**src/rtl/lnkctl_map.svh**
```systemverilog
/*
 Timing counts and mode encodings for the single-wire bus transceiver control.
 Assumes a 100 MHz core clock.
*/
`ifndef LNKCTL_MAP_SVH
`define LNKCTL_MAP_SVH

// --------------------------------------------------
// Timing
// --------------------------------------------------
`define LNKCTL_CLK_MHZ 100
`define LNKCTL_TMO_MIN_MS 6
`define LNKCTL_TMO_TYP_MS 12
`define LNKCTL_TMO_MAX_MS 20
`define LNKCTL_TMO_CYCLES (`LNKCTL_TMO_TYP_MS * 1000 * `LNKCTL_CLK_MHZ)
`define LNKCTL_NORMAL_KBPS 20
`define LNKCTL_FLASH_KBPS 115
`define LNKCTL_MIN_BPS 1600

// --------------------------------------------------
// Mode encodings and reset values
// --------------------------------------------------
`define LNKCTL_MODE_NORMAL 2'h0
`define LNKCTL_MODE_RXONLY 2'h1
`define LNKCTL_MODE_FLASH 2'h2
`define LNKCTL_MODE_RST 2'h0
`define LNKCTL_TOE_RST 1'b1
`define LNKCTL_TXD_RST 1'b1
`define LNKCTL_OTF_RST 1'b0

`endif

```
**src/rtl/lnkctl_pkg.sv**
```systemverilog
/*
 Types for the single-wire bus transceiver control.
 Assumes lnkctl_map.svh holds the matching encodings.
*/
package lnkctl_pkg;
	typedef enum logic [1:0] {
		LNKCTL_NORMAL = 2'h0,
		LNKCTL_RXONLY = 2'h1,
		LNKCTL_FLASH = 2'h2
	} lnkctl_mode_t;
	typedef enum logic [1:0] {
		LNKCTL_IDLE = 2'h0,
		LNKCTL_TIMING = 2'h1,
		LNKCTL_BLOCKED = 2'h2
	} lnkctl_tmo_t;
endpackage

```
**src/rtl/lnkctl_sync.sv**
```systemverilog
/*
 Two-flop synchroniser for a level that arrives from outside the clock domain.
 Assumes a free-running clk and an asynchronous active-low reset.
*/
`timescale 1ns/1ps
module lnkctl_sync #(
	parameter logic RST_VAL = 1'b1
) (
	// Clock and reset
	input wire logic clk,
	input wire logic resetn,
	input wire logic clk_en,
	// Level
	input wire logic d,
	output logic q
);
	logic s1_r;
	logic s1_nxt;
	logic q_nxt;
	always_comb begin
		s1_nxt = clk_en ? d : s1_r;
		q_nxt = clk_en ? s1_r : q;
	end
	always_ff @(posedge clk or negedge resetn) begin
		if (!resetn) begin
			s1_r <= RST_VAL;
			q <= RST_VAL;
		end else begin
			s1_r <= s1_nxt;
			q <= q_nxt;
		end
	end
endmodule // lnkctl_sync

```
**src/rtl/lnkctl_top.sv**
```systemverilog
/*
 Digital control of a single-wire bus transceiver: mode select, dominant
 transmit timeout and overtemperature shutdown.
 Assumes the mode and timeout-enable bits come from configuration logic on clk,
 while the transmit input, bus level and thermal sensor come from pins.
*/
`timescale 1ns/1ps
`include "lnkctl_map.svh"
module lnkctl_top #(
	parameter int TMO_CYCLES = `LNKCTL_TMO_CYCLES
) (
	// Clock, enable and reset
	input wire logic clk,
	input wire logic resetn,
	input wire logic clk_en,
	// Configuration from the serial control port
	input wire logic [1:0] comm_mode,
	input wire logic tx_timeout_enable,
	input wire logic overtemp_flag_clr,
	// Microcontroller side
	input wire logic bus_tx_data_in,
	output logic bus_rx_data_out,
	// Bus pin, open drain
	input wire logic bus_line_pin_i,
	output logic bus_line_pin_o,
	output logic bus_line_pin_oe,
	// Analog driver control and diagnosis
	input wire logic overtemp_sense,
	output logic slope_ctrl_en,
	output logic current_limit_en,
	output logic bus_overtemp_flag,
	output logic wakeup_event
);
	// --------------------------------------------------
	// Parameter check and helpers
	// --------------------------------------------------
	// A count below two cannot tell one dominant bit from a stuck transmit input.
	if (TMO_CYCLES < 2) begin : g_tmo_check
		$error("TMO_CYCLES too small");
	end

	// Slope control and current limit share one decision, so they cannot drift apart.
	function automatic logic shaping_on(input lnkctl_pkg::lnkctl_mode_t m);
		return m != lnkctl_pkg::LNKCTL_FLASH;
	endfunction

	// --------------------------------------------------
	// Input synchronisers
	// --------------------------------------------------
	logic tx_s;
	logic rx_s;
	logic ot_s;
	lnkctl_sync #(.RST_VAL(1'b1)) u_tx (.clk(clk), .resetn(resetn), .clk_en(clk_en), .d(bus_tx_data_in), .q(tx_s));
	lnkctl_sync #(.RST_VAL(1'b1)) u_rx (.clk(clk), .resetn(resetn), .clk_en(clk_en), .d(bus_line_pin_i), .q(rx_s));
	lnkctl_sync #(.RST_VAL(1'b0)) u_ot (.clk(clk), .resetn(resetn), .clk_en(clk_en), .d(overtemp_sense), .q(ot_s));

	// --------------------------------------------------
	// Mode register
	// --------------------------------------------------
	lnkctl_pkg::lnkctl_mode_t mode_r;
	lnkctl_pkg::lnkctl_mode_t mode_nxt;
	logic toe_r;
	logic toe_nxt;
	// Code 3 is not a mode; it keeps the last mode, so a corrupted write cannot
	// select an undefined driver setting.
	always_comb begin
		mode_nxt = mode_r;
		toe_nxt = toe_r;
		if (clk_en) begin
			toe_nxt = tx_timeout_enable;
			case (comm_mode)
				`LNKCTL_MODE_NORMAL: mode_nxt = lnkctl_pkg::LNKCTL_NORMAL;
				`LNKCTL_MODE_RXONLY: mode_nxt = lnkctl_pkg::LNKCTL_RXONLY;
				`LNKCTL_MODE_FLASH: mode_nxt = lnkctl_pkg::LNKCTL_FLASH;
				default: mode_nxt = mode_r;
			endcase
		end
	end

	// --------------------------------------------------
	// Dominant timeout
	// --------------------------------------------------
	// The count starts at the synchronised falling edge, so the real timeout is a few
	// cycles longer than the count; that is far inside the allowed spread.
	// The overtemperature flag is sticky and a present overtemperature beats a clear,
	// so the driver cannot come back on while the stage is still hot.
	lnkctl_pkg::lnkctl_tmo_t st_r;
	lnkctl_pkg::lnkctl_tmo_t st_nxt;
	logic [31:0] cnt_r;
	logic [31:0] cnt_nxt;
	logic tx_d_r;
	logic tx_d_nxt;
	logic ot_flag_r;
	logic ot_flag_nxt;
	always_comb begin
		st_nxt = st_r;
		cnt_nxt = cnt_r;
		tx_d_nxt = tx_d_r;
		ot_flag_nxt = ot_flag_r;
		if (clk_en) begin
			tx_d_nxt = tx_s;
			ot_flag_nxt = ot_s | (ot_flag_r & ~overtemp_flag_clr);
			case (st_r)
				lnkctl_pkg::LNKCTL_IDLE: begin
					cnt_nxt = 32'h0;
					if (toe_r && !tx_s && tx_d_r) begin
						st_nxt = lnkctl_pkg::LNKCTL_TIMING;
					end
				end
				lnkctl_pkg::LNKCTL_TIMING: begin
					if (!toe_r || tx_s) begin
						st_nxt = lnkctl_pkg::LNKCTL_IDLE;
						cnt_nxt = 32'h0;
					end else if (cnt_r >= 32'(TMO_CYCLES - 1)) begin
						st_nxt = lnkctl_pkg::LNKCTL_BLOCKED;
					end else begin
						cnt_nxt = cnt_r + 32'h1;
					end
				end
				lnkctl_pkg::LNKCTL_BLOCKED: begin
					cnt_nxt = 32'h0;
					if (tx_s && !tx_d_r) begin
						st_nxt = lnkctl_pkg::LNKCTL_IDLE;
					end else if (!toe_r) begin
						st_nxt = lnkctl_pkg::LNKCTL_IDLE;
					end
				end
				default: begin
					st_nxt = lnkctl_pkg::LNKCTL_IDLE;
					cnt_nxt = 32'h0;
				end
			endcase
		end
	end

	always_ff @(posedge clk or negedge resetn) begin
		if (!resetn) begin
			mode_r <= lnkctl_pkg::lnkctl_mode_t'(`LNKCTL_MODE_RST);
			toe_r <= `LNKCTL_TOE_RST;
			st_r <= lnkctl_pkg::LNKCTL_IDLE;
			cnt_r <= 32'h0;
			tx_d_r <= `LNKCTL_TXD_RST;
			ot_flag_r <= `LNKCTL_OTF_RST;
		end else begin
			mode_r <= mode_nxt;
			toe_r <= toe_nxt;
			st_r <= st_nxt;
			cnt_r <= cnt_nxt;
			tx_d_r <= tx_d_nxt;
			ot_flag_r <= ot_flag_nxt;
		end
	end

	// --------------------------------------------------
	// Outputs
	// --------------------------------------------------
	// The driver only ever pulls the line low, so a recessive transmit level can never
	// reach the bus as dominant, whatever the state of the rest of the logic.
	logic drive_dom;
	assign drive_dom = !tx_s && mode_r != lnkctl_pkg::LNKCTL_RXONLY
		&& st_r != lnkctl_pkg::LNKCTL_BLOCKED && !ot_flag_r;
	assign bus_line_pin_o = 1'b0;
	assign bus_line_pin_oe = drive_dom;
	assign bus_rx_data_out = rx_s;
	assign slope_ctrl_en = shaping_on(mode_r);
	assign current_limit_en = shaping_on(mode_r);
	assign bus_overtemp_flag = ot_flag_r;
	assign wakeup_event = 1'b0;

	// --------------------------------------------------
	// Assertions
	// --------------------------------------------------
	AST_TX_HIGH_NO_DRIVE: assert property (@(posedge clk) disable iff (!resetn)
		tx_s |-> !bus_line_pin_oe) else $error("bus driven while tx high");
	AST_RXONLY_BLOCK: assert property (@(posedge clk) disable iff (!resetn)
		mode_r == lnkctl_pkg::LNKCTL_RXONLY |-> !bus_line_pin_oe) else $error("drive in rx-only");
	AST_RX_FOLLOWS: assert property (@(posedge clk) disable iff (!resetn)
		$past(clk_en) && $past(clk_en, 2) && $past(resetn) && $past(resetn, 2)
		|-> bus_rx_data_out == $past(bus_line_pin_i, 2)) else $error("rx not following bus");
	AST_OT_OFF: assert property (@(posedge clk) disable iff (!resetn)
		ot_flag_r |-> !bus_line_pin_oe) else $error("driver on in overtemp");
	AST_OT_SET: assert property (@(posedge clk) disable iff (!resetn)
		clk_en && ot_s |=> bus_overtemp_flag) else $error("overtemp flag not set");
	AST_BLOCK_HOLD: assert property (@(posedge clk) disable iff (!resetn)
		st_r == lnkctl_pkg::LNKCTL_BLOCKED |-> !bus_line_pin_oe) else $error("drive while blocked");
	AST_REENABLE: assert property (@(posedge clk) disable iff (!resetn)
		st_r == lnkctl_pkg::LNKCTL_BLOCKED && $past(st_r) == lnkctl_pkg::LNKCTL_BLOCKED
		&& st_nxt == lnkctl_pkg::LNKCTL_IDLE && toe_r |-> tx_s && !tx_d_r) else $error("re-enable without edge");
	AST_TOE_OFF: assert property (@(posedge clk) disable iff (!resetn)
		clk_en && !toe_r |=> st_r == lnkctl_pkg::LNKCTL_IDLE) else $error("timer runs while disabled");
	AST_FLASH_SLOPE: assert property (@(posedge clk) disable iff (!resetn)
		mode_r == lnkctl_pkg::LNKCTL_FLASH |-> !slope_ctrl_en && !current_limit_en) else $error("flash slope");
	AST_NO_WAKE: assert property (@(posedge clk) disable iff (!resetn)
		!wakeup_event) else $error("wake-up raised");
	COV_BLOCK: cover property (@(posedge clk) disable iff (!resetn) st_r == lnkctl_pkg::LNKCTL_BLOCKED);
	COV_RXONLY: cover property (@(posedge clk) disable iff (!resetn) mode_r == lnkctl_pkg::LNKCTL_RXONLY && !tx_s);
	COV_FLASH_TX: cover property (@(posedge clk) disable iff (!resetn)
		mode_r == lnkctl_pkg::LNKCTL_FLASH && bus_line_pin_oe);
	COV_OT: cover property (@(posedge clk) disable iff (!resetn) ot_flag_r);
	COV_REENABLE: cover property (@(posedge clk) disable iff (!resetn)
		st_r == lnkctl_pkg::LNKCTL_BLOCKED ##1 st_r == lnkctl_pkg::LNKCTL_IDLE);
	AST_TX_LOW_DRIVE: assert property (@(posedge clk) disable iff (!resetn)
		!tx_s && mode_r == lnkctl_pkg::LNKCTL_NORMAL && st_r != lnkctl_pkg::LNKCTL_BLOCKED && !ot_flag_r
		|-> bus_line_pin_oe) else $error("dominant not driven");
	AST_TMO_EXPIRE: assert property (@(posedge clk) disable iff (!resetn)
		clk_en && st_r == lnkctl_pkg::LNKCTL_TIMING && toe_r && !tx_s && cnt_r == 32'(TMO_CYCLES - 1)
		|=> st_r == lnkctl_pkg::LNKCTL_BLOCKED) else $error("timeout did not block");
	AST_TMO_RESTART: assert property (@(posedge clk) disable iff (!resetn)
		clk_en && st_r == lnkctl_pkg::LNKCTL_IDLE |=> cnt_r == 32'h0) else $error("timer not restarted");
endmodule // lnkctl_top

```
**config.mk**
```make
export PLATFORM = sky130hd
export DESIGN_NAME = lnkctl_top
export DESIGN_NICKNAME = d
export VERILOG_FILES = /design/src/rtl/lnkctl_pkg.sv /design/src/rtl/lnkctl_sync.sv /design/src/rtl/lnkctl_top.sv
export VERILOG_INCLUDE_DIRS = /design/src /design/src/rtl
export SDC_FILE = /design/constraint.sdc
export NUM_CORES = 1
export LEC_CHECK = 0
export ABC_AREA = 1
export BUFFER_PORTS_ARGS = -buffer_cell sky130_fd_sc_hd__buf_2
export CORE_MARGIN = 3
export CORE_UTILIZATION = 50
export CTS_BUF_LIST = sky130_fd_sc_hd__clkbuf_4 sky130_fd_sc_hd__clkbuf_8 sky130_fd_sc_hd__clkbuf_16
export DETAILED_ROUTE_END_ITERATION = 8
export GPL_TIMING_DRIVEN = 0
export PLACE_DENSITY = 0.68
export SLEW_MARGIN = 30
export SYNTH_ARGS = -nofsm -noshare
export SYNTH_HDL_FRONTEND = slang
export SYNTH_SLANG_ARGS = --single-unit
```
**constraint.sdc**
```tcl
create_clock -name clk -period 2.6 [get_ports clk]
set_input_delay 0.26 -clock clk [delete_from_list [all_inputs] [get_ports clk]]
set_output_delay 0.26 -clock clk [all_outputs]
set_load 0.01 [all_outputs]
```
==> metrics <==
Die Span Y=roughly 80 um; clock latency on the worst-skew pair=around 300 ps; Switching Share=0.3049; relative slew slack=0.6222; most instantiated cells after synthesis=sky130_fd_sc_hd__nand2_1 (126), sky130_fd_sc_hd__nor2_1 (64), sky130_fd_sc_hd__nand3_1 (48); post-synthesis cell area=2636 um^2; top cell type's share of synthesized area=0.3702; R2R Path Start=cnt_r[0]; Hold Path Stages=3; Synth area leaders=sky130_fd_sc_hd__dfrtp_1 (37%), sky130_fd_sc_hd__nand2_1 (18%), sky130_fd_sc_hd__nand3_1 (9.1%); number of design rule violations left after detail routing=0; cell type with the highest aggregate area in the netlist=sky130_fd_sc_hd__dfrtp_1; share of flip-flops with an asynchronous set or reset=1.000; outcome=finished, final reports clean; Req. time, crit path=approximately 2800 ps; number of placement rows=25; setup slack of the critical path after layout=approximately 370 ps; type of the worst setup path=reg -> reg; CP max FO=10; starting utilization of the core area=0.5368; Int Power=roughly 0.0011 W; share of the yosys chip area belonging to registers=0.4300; post-synthesis cell count=383; pin slew with the least headroom to its limit=566.6 ps; number of antenna violations at the first check in global routing=0; clock buffers created by TritonCTS=5; Die Area=around 6200 um^2; power per cell area=between 500 and 600 nW/um^2; number of warnings printed during yosys synthesis=0; number of levels in the clock H-tree=2; Routed WL per cell=around 13 um; Setup violations, final=0; final-layout fill cell count=486; share of power burned in the clock network=0.321; Clock Sink Count=45; Post-Route WL=5.972 mm; number of unique standard cell types used by synthesis=28; antenna diode count=0; Leakage Power=between 1 and 1.5 nW; Final HPWL DP=~4.2 mm; last weighted congestion value of the routability-driven placer=about 0.96; Worst R2R Setup Slack=between 300 and 400 ps; count of cells resized by post-cts repair=0; Comb pwr share=0.167; Switching Power=about 0.00046 W; number of hold-repair buffers added at the cts stage=1; number of antenna-violating nets in the routed design=0; worst supply voltage drop on vdd=around 0.00043 V; max-cap violations=0; Hold/Removal Path Class=in -> reg; post-synthesis register bit count=between 40 and 50; hold path startpoint=bus_tx_data_in; Worst R2R Path Depth=14; number of max-slew violations in the final report=0; GRT Util Overall=0.2201; Die Wd=78.61 um; endpoint of the worst register-to-register path=cnt_r[3]; total negative slack for setup checks=0 ps; startpoint kind of the worst setup timing path=flip-flop; clock skew=11.29 ps; clock-pin slew reported for the worst setup and hold paths after clock tree synthesis=approximately 90 ps; Via Count=about 2.4k; share of the cycle needed by the critical path after routing=0.8560; Post-CTS Setup Bufs=0; largest net degree at the start of global routing=46; nature of the critical path endpoint=flip-flop; count leader, synth=sky130_fd_sc_hd__nand2_1; layout cell share with drive strength beyond 1=0.1207; vias per inst=between 5 and 6; Hold Fails Final Rpt=0; FMAX=0.4493 GHz; global-route wire length before repair=about 11 mm; area of the placeable core=about 4900 um^2; EDFF count, synth=0; initial drt markers=roughly 160; per-instance average area after synthesis=just under 7 um^2; router iterations before antenna repair=4; Max Root-Sink Buffers=2; via count of the first global-routing pass=2397; I/O pin total=17; sequential share of power=0.512; Synth Flop Type=sky130_fd_sc_hd__dfrtp_1; number of buffers added on ports=13; layout-stage area growth over the synthesis result=10.11%; final period demand of the worst path=between 2000 and 2500 ps; worst-case setup slack after placement=about 390 ps; TritonCTS clock tree=built; Total Nets Final=between 400 and 500; RSZ-0062 raised after global routing=no; global route total overflow=0; Root Driver=sky130_fd_sc_hd__clkbuf_8; worst hold endpoint=u_tx.s1_r; Worst EP arrival=~2400 ps
stage by stage:
stage	hold WS (ps)	power, W	util	instance area [um^2]	cells
floorplan	-35.59	0.0009450	-	2640	384
global placement	447.2	0.001034	0.5679	2789	464
detailed placement	298.3	0.001042	0.5684	2791	464
CTS	146.3	0.001528	0.5911	2903	473
global route	172.3	0.001601	0.5911	2903	473
finish	150.1	0.001515	0.5911	2903	473
flip-flops by register name (all words and copies together) (netlist names):
register,flops
u_ot.q,1
tx_d_r,1
bus_overtemp_flag,1
u_ot.s1_r,1
u_rx.q,1
u_tx.q,1
u_rx.s1_r,1
u_tx.s1_r,1
cnt_r,32
toe_r,1
mode_r,2
st_r,2
power groups by stage:
stage / Sequential (W) / Combinational, W / Clock [W]
final: 0.000776 / 0.000253 / 0.000486
after global placement: 0.000788 / 0.000246 / 0
after global routing: 0.000782 / 0.000290 / 0.000529
after CTS: 0.000775 / 0.000255 / 0.000497
after detailed placement: 0.000789 / 0.000253 / 0
after floorplan: 0.000784 / 0.000161 / 0
how the worst max path moves through the flow:
| stage | startpoint | end | slack (ps) | depth (start not counted) |
|---|---|---|---|---|
| 6_report | cnt_r[0] | cnt_r[3] | 370 | 14 |
| 5_1_grt | cnt_r[0] | cnt_r[0] | 200 | 14 |
| 3_3_place_gp | cnt_r[0] | cnt_r[9] | 450 | 14 |
| 3_5_place_dp | cnt_r[0] | cnt_r[3] | 390 | 14 |
| 4_1_cts | cnt_r[0] | cnt_r[8] | 380 | 14 |
| 2_1_floorplan | cnt_r[0] | cnt_r[13] | 810 | 14 |
logic make-up after synthesis:
kind of cell | Yosys count | share of synthesized area
flip-flops | 45 | 0.4300
XOR/XNOR | 2 | 0.006646
AO/OA/AOI/OAI | 14 | 0.03180
AND/OR/NAND/NOR | 265 | 0.4276
other | 1 | 0.001422
adder cells (fa/ha/maj) | 1 | 0.004745
buffers and inverters | 55 | 0.09777
layout make-up:
cell class	count	area, um^2	share of cell area
buffer	14	103.9	0.03578
clock buffer	7	96.34	0.03319
clock inverter	1	5.005	0.001724
inverter	41	153.9	0.05302
multi-input combinational	284	1249	0.4302
sequential	45	1134	0.3905
tap	67	83.83	0.02888
timing repair buffer	14	77.57	0.02672
worst max-delay path: stages, from the launching register on:
cell                      delay, ps
sky130_fd_sc_hd__dfrtp_1        500
sky130_fd_sc_hd__ha_1           350
sky130_fd_sc_hd__nand2_2        110
sky130_fd_sc_hd__nor2_4         220
sky130_fd_sc_hd__nand2_4         90
sky130_fd_sc_hd__nand2_2         70
sky130_fd_sc_hd__nand2_1         50
sky130_fd_sc_hd__nand2_1         90
sky130_fd_sc_hd__nand2_1         90
sky130_fd_sc_hd__nand2_1         80
sky130_fd_sc_hd__nand2_2         60
sky130_fd_sc_hd__buf_6          150
sky130_fd_sc_hd__buf_8          140
sky130_fd_sc_hd__nand3_1         70
sky130_fd_sc_hd__nand2_1         50
metal layers:
layer  track usage  wire [um]  vias to the layer above
met5             0          0                        -
met4       0.08566        121                        0
met3       0.03096        301                       13
met2        0.3659       2746                       52
met1        0.2895       2803                     1117
li1              -          -                     1228
cells in the final DEF, fill, tap and decap left out:
cell type	instances
sky130_fd_sc_hd__dfstp_2	6
sky130_fd_sc_hd__nor3_1	5
sky130_fd_sc_hd__dlygate4sd3_1	1
sky130_fd_sc_hd__clkbuf_8	7
sky130_fd_sc_hd__nand3_1	48
sky130_fd_sc_hd__or2_2	2
sky130_fd_sc_hd__o21ai_0	8
sky130_fd_sc_hd__and2_1	3
sky130_fd_sc_hd__buf_2	14
sky130_fd_sc_hd__inv_1	38
sky130_fd_sc_hd__clkinv_2	1
sky130_fd_sc_hd__nor2_4	1
sky130_fd_sc_hd__nand2_4	1
sky130_fd_sc_hd__nand4_1	7
sky130_fd_sc_hd__clkinv_1	2
sky130_fd_sc_hd__buf_6	3
sky130_fd_sc_hd__dfrtp_1	39
sky130_fd_sc_hd__ha_1	1
sky130_fd_sc_hd__xor2_1	2
sky130_fd_sc_hd__nor3b_1	1
sky130_fd_sc_hd__buf_4	5
sky130_fd_sc_hd__buf_8	1
sky130_fd_sc_hd__conb_1	2
sky130_fd_sc_hd__o21bai_1	5
sky130_fd_sc_hd__nor2_1	64
sky130_fd_sc_hd__nand2_2	4
sky130_fd_sc_hd__nor2_2	3
sky130_fd_sc_hd__a31oi_1	1
sky130_fd_sc_hd__nand2_1	126
sky130_fd_sc_hd__clkbuf_1	4
sky130_fd_sc_hd__inv_2	1
Note: power is estimated with default switching activity, not from simulation.
